<file path="src/rtl/ptaae_pkg.sv">
// Constants and types shared by the password, table-select and alarm-enable logic.
package ptaae_pkg;
   localparam logic [7:0] PTAAE_PW_FIRST_ADDR = 8'h7b;
   localparam logic [7:0] PTAAE_PW_LAST_ADDR = 8'h7e;
   localparam logic [7:0] PTAAE_TSEL_ADDR = 8'h7f;
   localparam logic [7:0] PTAAE_BLK_A_FIRST = 8'h80;
   localparam logic [7:0] PTAAE_BLK_A_LAST = 8'hbf;
   localparam logic [7:0] PTAAE_BLK_B_FIRST = 8'hc0;
   localparam logic [7:0] PTAAE_BLK_B_LAST = 8'hf7;
   localparam logic [7:0] PTAAE_AEN_HIGH_ADDR = 8'hf8;
   localparam logic [7:0] PTAAE_AEN_LOW_ADDR = 8'hf9;
   localparam logic [7:0] PTAAE_TABLE_01 = 8'h01;
   localparam logic [7:0] PTAAE_TABLE_05 = 8'h05;
   localparam logic [7:0] PTAAE_BYTE_ZERO = 8'h00;
   localparam logic [7:0] PTAAE_TSEL_RESET = 8'h00;
   localparam logic [7:0] PTAAE_AEN_LOW_USED = 8'hf0;
   localparam logic [31:0] PTAAE_PW_RESET = 32'hffff_ffff;
   localparam logic [1:0] PTAAE_PW_BYTE_MSB = 2'h0;
   localparam logic [1:0] PTAAE_PW_BYTE_2 = 2'h1;
   localparam logic [1:0] PTAAE_PW_BYTE_1 = 2'h2;
   localparam int PTAAE_PW_BYTES = 4;
   localparam int PTAAE_BLK_A_DEPTH = 64;
   localparam int PTAAE_BLK_B_DEPTH = 56;
   localparam int PTAAE_AEN_LOW_BITS = 4;

   // Levels nest, so each step up sets one more bit.
   typedef enum logic [1:0] {
      PTAAE_LVL_NONE = 2'b00,
      PTAAE_LVL_LOWER = 2'b01,
      PTAAE_LVL_UPPER = 2'b11
   } ptaae_level_e;
endpackage : ptaae_pkg

</file>
<file path="src/rtl/ptaae_access_ctrl.sv">
// Password entry, table select, gated user memory and alarm-enable masks.
//
// Contract
// - Two four-byte passwords, lower and upper.
// - Entry spans 7Bh-7Eh, most significant first.
// - Entry register powers up all ones.
// - Entry locations always read as zero.
// - Upper level includes all lower-level rights.
// - Reference passwords live in upper-only storage.
// - Table-select register picks visible upper table.
// - Table select loads power-on setting at start.
// - User blocks gated by level and grants.
// - Alarm enables gated by third grant pair.
// - First enable byte: temp, supply, mon1, mon2.
// - Second byte: mon3, mon4; low nibble reserved.
// - Fault interrupt is OR of enabled alarms.
// - Mask bit maps enables to table 01h/05h.
// - Mon3 fast-low flag follows last compare.
module ptaae_access_ctrl
   import ptaae_pkg::*;
(
   input wire logic core_clk,
   input wire logic nrst,
   input wire logic [7:0] acc_addr,
   input wire logic acc_wr,
   input wire logic acc_rd,
   input wire logic [7:0] acc_wdata,
   output logic [7:0] acc_rdata,
   output logic acc_rvalid,
   output logic acc_hit,
   output logic acc_denied,
   input wire logic [31:0] lower_password_level,
   input wire logic [31:0] upper_password_level,
   input wire logic [7:0] table_select_poweron_value,
   input wire logic alarm_enables_in_table_05,
   input wire logic rw_grant_block_a,
   input wire logic read_grant_block_a,
   input wire logic rw_grant_block_b,
   input wire logic read_grant_block_b,
   input wire logic rw_grant_alarm_enables,
   input wire logic read_grant_alarm_enables,
   input wire logic [7:0] alarm_status_high,
   input wire logic [3:0] alarm_status_low,
   input wire logic mon3_fast_cmp_valid,
   input wire logic mon3_fast_cmp_below,
   input wire logic transmit_disable,
   output logic mon3_fast_low_alarm,
   output logic transmit_fault_interrupt,
   output ptaae_level_e access_level,
   output logic [7:0] upper_table_select
);
   logic [31:0] password_entry_q;
   ptaae_level_e level_q;
   logic [7:0] tsel_q;
   logic tsel_loaded_q;
   logic [7:0] blk_a_q [PTAAE_BLK_A_DEPTH];
   logic [7:0] blk_b_q [PTAAE_BLK_B_DEPTH];
   logic [7:0] alarm_enable_high_q;
   logic [3:0] alarm_enable_low_q;
   logic [7:0] rdata_q;
   logic rvalid_q;
   logic hit_q;
   logic denied_q;
   logic fast_low_q;
   logic fault_q;

   logic hit_pw;
   logic hit_tsel;
   logic hit_a;
   logic hit_b;
   logic hit_aen;
   logic [7:0] aen_table;
   logic rd_ok_a;
   logic wr_ok_a;
   logic rd_ok_b;
   logic wr_ok_b;
   logic rd_ok_aen;
   logic wr_ok_aen;
   logic [1:0] pw_byte;
   logic [7:0] off_a;
   logic [7:0] off_b;
   logic [7:0] rdata_d;
   logic hit_d;
   logic denied_d;
   logic hit_aen_high;
   logic wr_denied;

   // Address decode of the lower-memory control bytes and the upper tables.
   assign hit_pw = (acc_addr >= PTAAE_PW_FIRST_ADDR) && (acc_addr <= PTAAE_PW_LAST_ADDR);
   assign hit_tsel = (acc_addr == PTAAE_TSEL_ADDR);
   assign hit_a = (tsel_q == PTAAE_TABLE_01) && (acc_addr >= PTAAE_BLK_A_FIRST)
      && (acc_addr <= PTAAE_BLK_A_LAST);
   assign hit_b = (tsel_q == PTAAE_TABLE_01) && (acc_addr >= PTAAE_BLK_B_FIRST)
      && (acc_addr <= PTAAE_BLK_B_LAST);
   // The mask bit moves the enable bytes between two tables; they never show up in both.
   assign aen_table = alarm_enables_in_table_05 ? PTAAE_TABLE_05 : PTAAE_TABLE_01;
   assign hit_aen = (tsel_q == aen_table)
      && ((acc_addr == PTAAE_AEN_HIGH_ADDR) || (acc_addr == PTAAE_AEN_LOW_ADDR));
   assign hit_aen_high = (acc_addr == PTAAE_AEN_HIGH_ADDR);
   // Only the two low bits of the entry offset matter once hit_pw has qualified it.
   assign pw_byte = 2'(acc_addr - PTAAE_PW_FIRST_ADDR);
   // Neither block is larger than 64 bytes, so only the low six offset bits index one.
   assign off_a = acc_addr - PTAAE_BLK_A_FIRST;
   assign off_b = acc_addr - PTAAE_BLK_B_FIRST;

   // One permission check per gated region, each with its own grant pair.
   ptaae_grant_check u_grant_a (
      .level(level_q),
      .rw_grant(rw_grant_block_a),
      .read_grant(read_grant_block_a),
      .rd_ok(rd_ok_a),
      .wr_ok(wr_ok_a)
   );

   ptaae_grant_check u_grant_b (
      .level(level_q),
      .rw_grant(rw_grant_block_b),
      .read_grant(read_grant_block_b),
      .rd_ok(rd_ok_b),
      .wr_ok(wr_ok_b)
   );

   ptaae_grant_check u_grant_aen (
      .level(level_q),
      .rw_grant(rw_grant_alarm_enables),
      .read_grant(read_grant_alarm_enables),
      .rd_ok(rd_ok_aen),
      .wr_ok(wr_ok_aen)
   );

   // A refused write is dropped by the storage but still answered on the port, so a
   // host can tell a lost byte from one that landed.
   assign wr_denied = (hit_a && !wr_ok_a) || (hit_b && !wr_ok_b)
      || (hit_aen && !wr_ok_aen);

   // Each entry byte lands in its own lane; the top byte sits at the lowest address.
   // An entry write is open to anyone; only the compare decides what it unlocks.
   always_ff @(posedge core_clk or negedge nrst) begin
      if (!nrst) begin
         password_entry_q <= PTAAE_PW_RESET;
      end else if (acc_wr && hit_pw) begin
         case (pw_byte)
            PTAAE_PW_BYTE_MSB: password_entry_q[31:24] <= acc_wdata;
            PTAAE_PW_BYTE_2: password_entry_q[23:16] <= acc_wdata;
            PTAAE_PW_BYTE_1: password_entry_q[15:8] <= acc_wdata;
            default: password_entry_q[7:0] <= acc_wdata;
         endcase
      end
   end

   // The entry only changes on a write, so a continuous compare settles one
   // cycle after every write. The references arrive from storage that only the
   // upper level can reach and are never readable through this port.
   // Upper is tried first, so equal references resolve to the higher level.
   always_ff @(posedge core_clk or negedge nrst) begin
      if (!nrst) begin
         level_q <= PTAAE_LVL_NONE;
      end else if (password_entry_q == upper_password_level) begin
         level_q <= PTAAE_LVL_UPPER;
      end else if (password_entry_q == lower_password_level) begin
         level_q <= PTAAE_LVL_LOWER;
      end else begin
         level_q <= PTAAE_LVL_NONE;
      end
   end

   // The power-on table comes from a port, so it is taken on the first edge
   // after reset rather than inside the asynchronous reset branch.
   // Any table number is accepted; a table this block does not own reads as zero.
   always_ff @(posedge core_clk or negedge nrst) begin
      if (!nrst) begin
         tsel_q <= PTAAE_TSEL_RESET;
         tsel_loaded_q <= 1'b0;
      end else if (!tsel_loaded_q) begin
         tsel_q <= table_select_poweron_value;
         tsel_loaded_q <= 1'b1;
      end else if (acc_wr && hit_tsel) begin
         tsel_q <= acc_wdata;
      end
   end

   always_ff @(posedge core_clk or negedge nrst) begin
      if (!nrst) begin
         for (int i = 0; i < PTAAE_BLK_A_DEPTH; i++) begin
            blk_a_q[i] <= PTAAE_BYTE_ZERO;
         end
      end else if (acc_wr && hit_a && wr_ok_a) begin
         blk_a_q[off_a[5:0]] <= acc_wdata;
      end
   end

   always_ff @(posedge core_clk or negedge nrst) begin
      if (!nrst) begin
         for (int i = 0; i < PTAAE_BLK_B_DEPTH; i++) begin
            blk_b_q[i] <= PTAAE_BYTE_ZERO;
         end
      end else if (acc_wr && hit_b && wr_ok_b) begin
         blk_b_q[off_b[5:0]] <= acc_wdata;
      end
   end

   // Reserved low nibble of the second byte is not stored at all.
   always_ff @(posedge core_clk or negedge nrst) begin
      if (!nrst) begin
         alarm_enable_high_q <= PTAAE_BYTE_ZERO;
         alarm_enable_low_q <= '0;
      end else if (acc_wr && hit_aen && wr_ok_aen) begin
         if (hit_aen_high) begin
            alarm_enable_high_q <= acc_wdata;
         end else begin
            alarm_enable_low_q <= acc_wdata[7:PTAAE_AEN_LOW_BITS];
         end
      end
   end

   // Read mux; denied or unowned locations read as zero.
   always_comb begin
      rdata_d = PTAAE_BYTE_ZERO;
      hit_d = 1'b1;
      denied_d = 1'b0;
      if (hit_pw) begin
         rdata_d = PTAAE_BYTE_ZERO;
      end else if (hit_tsel) begin
         rdata_d = tsel_q;
      end else if (hit_a) begin
         if (rd_ok_a) begin
            rdata_d = blk_a_q[off_a[5:0]];
         end else begin
            denied_d = 1'b1;
         end
      end else if (hit_b) begin
         if (rd_ok_b) begin
            rdata_d = blk_b_q[off_b[5:0]];
         end else begin
            denied_d = 1'b1;
         end
      end else if (hit_aen) begin
         if (!rd_ok_aen) begin
            denied_d = 1'b1;
         end else if (hit_aen_high) begin
            rdata_d = alarm_enable_high_q;
         end else begin
            rdata_d = {alarm_enable_low_q, 4'h0} & PTAAE_AEN_LOW_USED;
         end
      end else begin
         hit_d = 1'b0;
      end
   end

   // A write is refused silently by the storage; the port still reports it.
   always_ff @(posedge core_clk or negedge nrst) begin
      if (!nrst) begin
         rdata_q <= PTAAE_BYTE_ZERO;
         rvalid_q <= 1'b0;
         hit_q <= 1'b0;
         denied_q <= 1'b0;
      end else begin
         rvalid_q <= acc_rd;
         hit_q <= (acc_rd || acc_wr) && hit_d;
         // Read data stays until the next read, so a slow back end may pick it up late.
         if (acc_rd) begin
            rdata_q <= rdata_d;
         end
         if (acc_wr) begin
            denied_q <= wr_denied;
         end else begin
            denied_q <= acc_rd && denied_d;
         end
      end
   end

   // Only a new comparison moves this flag; a transmit disable leaves it alone.
   always_ff @(posedge core_clk or negedge nrst) begin
      if (!nrst) begin
         fast_low_q <= 1'b0;
      end else if (mon3_fast_cmp_valid) begin
         fast_low_q <= mon3_fast_cmp_below;
      end
   end

   // Registered, so the line cannot glitch while status and enables change together.
   always_ff @(posedge core_clk or negedge nrst) begin
      if (!nrst) begin
         fault_q <= 1'b0;
      end else begin
         fault_q <= (|(alarm_status_high & alarm_enable_high_q))
            || (|(alarm_status_low & alarm_enable_low_q));
      end
   end

   // Every port below comes straight from a flop.
   assign acc_rdata = rdata_q;
   assign acc_rvalid = rvalid_q;
   assign acc_hit = hit_q;
   assign acc_denied = denied_q;
   assign mon3_fast_low_alarm = fast_low_q;
   assign transmit_fault_interrupt = fault_q;
   assign access_level = level_q;
   assign upper_table_select = tsel_q;

   // Kept as an input so the disable path is visible; it must not touch the flag.
   logic unused_txd;
   assign unused_txd = transmit_disable;
endmodule : ptaae_access_ctrl

</file>
<file path="src/rtl/ptaae_grant_check.sv">
// Read and write permission for one password-gated region.
module ptaae_grant_check
   import ptaae_pkg::*;
(
   input wire ptaae_level_e level,
   input wire logic rw_grant,
   input wire logic read_grant,
   output logic rd_ok,
   output logic wr_ok
);
   logic upper_lvl;
   logic lower_lvl;

   // The upper level carries every lower-level right as well.
   assign upper_lvl = (level == PTAAE_LVL_UPPER);
   assign lower_lvl = (level == PTAAE_LVL_LOWER) || upper_lvl;

   assign rd_ok = upper_lvl || (lower_lvl && (rw_grant || read_grant));
   assign wr_ok = upper_lvl || (lower_lvl && rw_grant);
endmodule : ptaae_grant_check

</file>
<file path="config.mk">
export PLATFORM = sky130hd
export DESIGN_NAME = ptaae_access_ctrl
export DESIGN_NICKNAME = d
export VERILOG_FILES = /design/src/rtl/ptaae_pkg.sv /design/src/rtl/ptaae_access_ctrl.sv /design/src/rtl/ptaae_grant_check.sv
export SDC_FILE = /design/constraint.sdc
export NUM_CORES = 2
export LEC_CHECK = 0
export BUFFER_PORTS_ARGS = -buffer_cell sky130_fd_sc_hd__buf_2
export CAP_MARGIN = 10
export CELL_PAD_IN_SITES_DETAIL_PLACEMENT = 1
export CELL_PAD_IN_SITES_GLOBAL_PLACEMENT = 1
export CORE_MARGIN = 1.5
export CORE_UTILIZATION = 40
export CTS_CLUSTER_DIAMETER = 40
export DETAILED_ROUTE_END_ITERATION = 8
export PLACE_DENSITY_LB_ADDON = 0.1
export SLEW_MARGIN = 10
export SYNTH_ARGS = -nofsm -noshare
export SYNTH_HDL_FRONTEND = slang
export SYNTH_SLANG_ARGS = --single-unit
export TNS_END_PERCENT = 100
</file>
<file path="constraint.sdc">
create_clock -name core_clk -period 5.5 [get_ports core_clk]
set_input_delay 0.275 -clock core_clk [delete_from_list [all_inputs] [get_ports core_clk]]
set_output_delay 0.275 -clock core_clk [all_outputs]
set_load 0.1 [all_outputs]
</file>
==> After elaboration in Yosys (flattened, before gate mapping) <==
Index checks and enable logic that the tools add are counted.
{ "totals": {"word_cells": 261, "out_inout_bits": 23, "reg_bits": 1028} }
{ "op_classes": {"n_reduce_logical": 55, "bitwise_logic": 6, "n_eq_ne": 12, "order_cmp": 10, "n_addsub": 3, "n_mux": 40} }
{ "op_table": {"columns": ["op", "count"], "rows": [
  ["512-bit bitwise mux", 1],
  ["448-bit bitwise mux", 1],
  ["8-bit 2-to-1 mux", 17],
  ["8-bit binary-select mux with 6-bit select", 2],
  ["8-bit demux with 6-bit select", 2],
  ["32-bit == test", 2],
  ["1-bit logical AND", 27],
  ["8-bit == test, second input constant", 2],
  ["8-bit greater-or-equal comparator, second input constant", 2],
  ["8-bit less-or-equal comparator, second input constant", 2],
  ["1-bit logical OR", 15],
  ["1-bit 2-to-1 mux", 15],
  ["7-bit greater-or-equal comparator, second input constant", 2],
  ["7-bit by 1-bit less-than comparator with 1-bit output, second input constant", 2],
  ["6-bit NOT with 7-bit output", 2],
  ["2-bit AND reduction", 6],
  ["6-bit by 1-bit subtractor with 6-bit output, second input constant", 2],
  ["8-bit AND", 1],
  ["8-bit by 1-bit == test with 1-bit output, second input constant", 1],
  ["8-bit by 3-bit == test with 1-bit output", 1],
  ["8-bit by 7-bit == test with 1-bit output, second input constant", 1],
  ["8-bit by 7-bit greater-or-equal comparator with 1-bit output, second input constant", 1],
  ["8-bit by 7-bit less-or-equal comparator with 1-bit output, second input constant", 1],
  ["8-bit OR reduction", 1],
  ["other kinds (12)", 17]
]} }

==> Logic depth before layout (Yosys ltp) <==
{ "logic_depth": {"depth_word": 12, "mapped_depth": 12, "depth_no_buf": 7} }

==> Cells and area by module <==
A second synthesis with hierarchy kept.
{ "unflattened": {"hier_cells": 3253, "hier_area_um2": 47717.0} }
{ "modules_own_cells": {"columns": ["mod", "seq_area_each_um2", "cells_each", "area_each_um2", "instances"], "rows": [
  ["ptaae_access_ctrl", 25764.7, 3247, 47668.2, 1],
  ["ptaae_grant_check", 0.0, 2, 16.3, 3]
]} }

==> Worst setup path after synthesis <==
No wires, ideal clock.
{ "synth_path": {"path_kind": "reg-to-reg", "startpoint": "register tsel_q[0] (netlist: upper_table_select[0])", "endpoint": "register blk_b_q[24] (netlist name)", "t_arrival_ns": 3.114, "n_path_buf": 0, "path_stages_with_launch": 8, "setup_ns": 0.128, "slack_ns": 2.258, "synth_period_minus_slack_ns": 3.242, "path_cell_list": "dfrtp_1 > and4bb_1 > nand2_1 > nor4b_4 > o2111ai_4 > nor2_8 > nand2_4 > mux2_1"} }
{ "synth_via": {"elab_chain_len": 5} }
{ "synth_lines": {"columns": ["element", "line_no", "text"], "rows": [
  ["start: declaration", "ptaae_access_ctrl.sv:54", "logic [7:0] tsel_q;"],
  ["start signal: assignment", "ptaae_access_ctrl.sv:175", "tsel_q <= table_select_poweron_value;"],
  ["start signal: assignment", "ptaae_access_ctrl.sv:178", "tsel_q <= acc_wdata;"],
  ["8-bit by 1-bit == test with 1-bit output", "ptaae_access_ctrl.sv:93", "assign hit_b = (tsel_q == PTAAE_TABLE_01) && (acc_addr >= PTAAE_BLK_B_FIRST)"],
  ["1-bit logical AND", "ptaae_access_ctrl.sv:93", null],
  ["1-bit logical AND", "ptaae_access_ctrl.sv:94", "&& (acc_addr <= PTAAE_BLK_B_LAST);"],
  ["1-bit logical AND (2 in series)", "ptaae_access_ctrl.sv:197", "end else if (acc_wr && hit_b && wr_ok_b) begin"],
  ["end signal: indexed assignment", "ptaae_access_ctrl.sv:198", "blk_b_q[off_b[5:0]] <= acc_wdata;"],
  ["end: declaration", "ptaae_access_ctrl.sv:57", "logic [7:0] blk_b_q [PTAAE_BLK_B_DEPTH];"]
]} }
Every way passes these cells.
A chain may end at the register's enable or synchronous reset.

==> Worst setup path after layout <==
{ "layout_path": {"startpoint": "register tsel_q[6] (netlist: upper_table_select[6])", "endpoint": "register blk_a_q[81] (netlist name)"} }
{ "layout_via": {"elab_chain_len": 5} }
{ "layout_lines": {"columns": ["element", "line_no", "text"], "rows": [
  ["8-bit by 1-bit == test with 1-bit output", "ptaae_access_ctrl.sv:91", "assign hit_a = (tsel_q == PTAAE_TABLE_01) && (acc_addr >= PTAAE_BLK_A_FIRST)"],
  ["1-bit logical AND", "ptaae_access_ctrl.sv:91", null],
  ["1-bit logical AND", "ptaae_access_ctrl.sv:92", "&& (acc_addr <= PTAAE_BLK_A_LAST);"],
  ["1-bit logical AND (2 in series)", "ptaae_access_ctrl.sv:187", "end else if (acc_wr && hit_a && wr_ok_a) begin"],
  ["end signal: indexed assignment", "ptaae_access_ctrl.sv:188", "blk_a_q[off_a[5:0]] <= acc_wdata;"],
  ["end: declaration", "ptaae_access_ctrl.sv:56", "logic [7:0] blk_a_q [PTAAE_BLK_A_DEPTH];"]
]} }
Every way passes these cells.

==> results by group <==
Power and ir drop
  – Seq pwr share: 40.1%
  – Sw frac: between 20% and 30%
  – Combinational power share: under 10%
  – Net Switching: between 4 and 5 mW
  – Leak: 27.4 nW
  – P_int: 14.5 mW
  – Clk pwr share: 55.0%
  – Cell Pwr Density: 338 mW/mm^2
  – Worst VDD drop: between 300 and 400 uV

Setup path
  – CP endpoint kind: flip-flop
  – R2R Path End: blk_a_q[81]
  – Critical path required time: a little over 6 ns
  – Crit path DAT: 4.58 ns
  – Crit-path max FO: 8
  – FF-to-FF setup slack: 1.53 ns
  – CP Launch Type: flip-flop
  – Reg2reg start: upper_table_select[6]
  – R2R cell count: 7
  – Crit path kind: flip-flop to flip-flop

Clock network
  – Clock sink count: 1028
  – Num CTS Buffers: 160
  – Clock tree buffer depth: 3
  – Clock Root Buffer: clkbuf_16
  – Htree depth: 4
  – CTS tree: built
  – Skew-Pair Late Insertion Delay: 0.76 ns
  – Clk slew on worst S/H paths: about 0.05 ns

Timing
  – Tcrit/Tclk final: 72.2%
  – Final worst path period need: 3.97 ns
  – WHS: 0.0588 ns
  – Normalized max-slew margin: a little under a fifth
  – Setup_tns: 0 ns
  – Clock skew: 0.0336 ns
  – Slew Viols, Final: 0
  – RSZ-0062 raised after global routing: false
  – Max Clk Rate: 252 MHz
  – Worst Tran Pin Value: 1.21 ns
  – # setup viols final: 0
  – Final hold vios: 0

Logic synthesis
  – Syn_area_per_cell: between 10 and 15 um^2
  – Count leader, synth: mux2_2
  – Ys Warns: 0
  – Synthesized cell area: 0.0479 mm^2
  – Area leader, netlist: dfrtp_1
  – Most common library cells after synthesis: mux2_2 (1003), dfrtp_1 (996), mux4_2 (184)
  – Synth unique cells: 72
  – EDFF count, synth: 0
  – Syn nets: roughly 3400
  – Post-synthesis sequential area ratio: 53.8%
  – Dominant synthesized flop cell: dfrtp_1
  – Register bit total from synthesis: 1028
  – Ys async rst share: 100%
  – Synth area leaders: dfrtp_1 (52%), mux2_2 (24%), mux4_2 (8.6%)
  – Post-Syn Instances: between 3000 and 4000
  – Synth top area share: around 52%

Routing
  – Final wirelength: ~150 mm
  – # DRC: 0
  – Initial DRC Count: 1745
  – Vias after detailed routing: 29500
  – Post-DRT Antenna Nets: 0
  – Routed len/inst: 28.7 um
  – Post-DR vias/cell: around 5.7
  – DR pass1 iterations: 5

Global route
  – GRT overflow: 0
  – Vias in the first global route: 33200
  – Initial antenna violation count: 4
  – First-pass GRT wire length: 223 mm
  – Aggregate global-route resource usage: 24.7%
  – Largest net degree at the start of global routing: about 180

Run status
  – Status: finished clean

Floorplan
  – Die W: roughly 350 um
  – Core footprint: 0.118 mm^2
  – Die area: 0.122 mm^2
  – Ports: 137
  – Die height: ~350 um
  – FP Rows: 126
  – Initial core utilization: 40.5%

Place
  – IO Port Bufs: 135
  – DP HPWL: 94.7 mm
  – Routability congestion estimate from global placement: 0.842

Flow run
  – Max Cap Violations: 0

Min path
  – Min-delay src: rw_grant_block_a
  – WHS Endpoint: acc_denied
  – Min-Delay Path Depth: 5
  – Hold Crit Class: input pin to flip-flop

Final layout
  – Net count, final: 3522
  – Layout cells sized above 1: 52.3%
  – Layout area overhead: 17.5%
==> sequential cells by signal, summed over array words and instances (netlist names), 2 cells and up <==
register	flops
blk_a_q	512
blk_b_q	448
password_entry_q	32
acc_rdata	8
alarm_enable_high_q	8
upper_table_select	8
alarm_enable_low_q	4
access_level	2
==> power by group through the flow <==
| stage | Sequential (mW) | Combinational [mW] | Clock [mW] |
|---|---|---|---|
| global placement | 7.76 | 0.909 | 0 |
| detailed placement | 7.76 | 0.931 | 0 |
| global route | 7.63 | 0.996 | 11.0 |
| floorplan | 7.80 | 0.391 | 0 |
| finish | 7.63 | 0.925 | 10.5 |
| CTS | 7.63 | 0.946 | 10.7 |
==> routing by layer <==
metal	part of all wire (%)	GRT usage [%]	up-vias
met3	4.5	4.18	228
met5	0	0	-
met1	45	34.0	16100
li1	-	-	12500
met4	2.4	6.97	0
met2	48	40.1	688
==> placed cells by master, fill, tap and decap left out, types with 24 or more instances in the layout <==
cell and count:
dlygate4sd3_1 25, xor2_1 40, o21ai_0 48, mux2_2 1003, xnor2_1 26, nand2_1 67
nand2_4 40, a21oi_1 59, nor2_1 50, clkbuf_16 166, nor2_2 72, clkinv_2 29
a22oi_1 29, clkbuf_1 24, mux4_2 184, buf_2 123, mux2_1 41, mux2i_1 52
dfrtp_1 996, o22ai_1 39, buf_4 69, dfstp_2 32
==> through the flow <==
step	setup WS [ns]	cell area [um^2]	power, mW	std cells	utilization, %
after floorplan	2.26	47900	8.19	3242	-
after global placement	1.47	50400	8.66	4821	42.6
after detailed placement	1.48	50400	8.69	4821	42.6
after CTS	1.53	56300	19.2	5138	47.5
after global routing	1.36	56300	19.6	5138	47.5
final	1.53	56300	19.0	5139	47.5
==> kinds of logic (layout without fill, tap and decap cells) <==
group,Yosys count,in the layout,share of synthesized area (%)
DFF,1028,1028,53.8
xor gates and xnor gates,66,66,1.21
AOI/OAI and AO/OA,295,295,4.24
buffers and inverters,239,535,2.04
muxes,1280,1280,34.3
other,1,2,0.00783
and+or+nand+nor,333,333,4.46
==> worst max-delay path, stage by stage, from the launching register on <==
cell,delay [ns]
dfrtp_1,0.45
nor4_2,0.36
nand2_1,0.16
nor3_1,0.54
o2111a_1,0.80
nand2_1,0.50
nor2_2,0.60
mux2_2,0.41
==> layout make-up <==
cell class / instances / area [um^2]
antenna: 1 / 2.50
clock buffer: 207 / 4480
clock inverter: 85 / 1100
fill: 11400 / 62100
inverter: 10 / 38.8
multi-input combinational: 1975 / 21200
sequential: 1028 / 25800
tap: 1600 / 2000
timing repair buffer: 233 / 1690
==> worst max-delay path by stage <==
stage                     startpoint            to  slack (ns)
2_1_floorplan  upper_table_select[0]   blk_b_q[24]        2.26
3_3_place_gp             acc_addr[2]  acc_rdata[0]        1.47
3_5_place_dp             acc_addr[0]  acc_rdata[2]        1.48
4_1_cts        upper_table_select[6]   blk_a_q[97]        1.53
5_1_grt        upper_table_select[6]   blk_a_q[97]        1.36
6_report       upper_table_select[6]   blk_a_q[81]        1.53
==> repair_timing <==
action                                 in CTS  in global routing
hold buffers                               25                  0
buffers inserted                            0                  0
resized for setup                           0                  0
endpoints found under the hold margin     102                  0
Power figures use the tool's default switching activity.
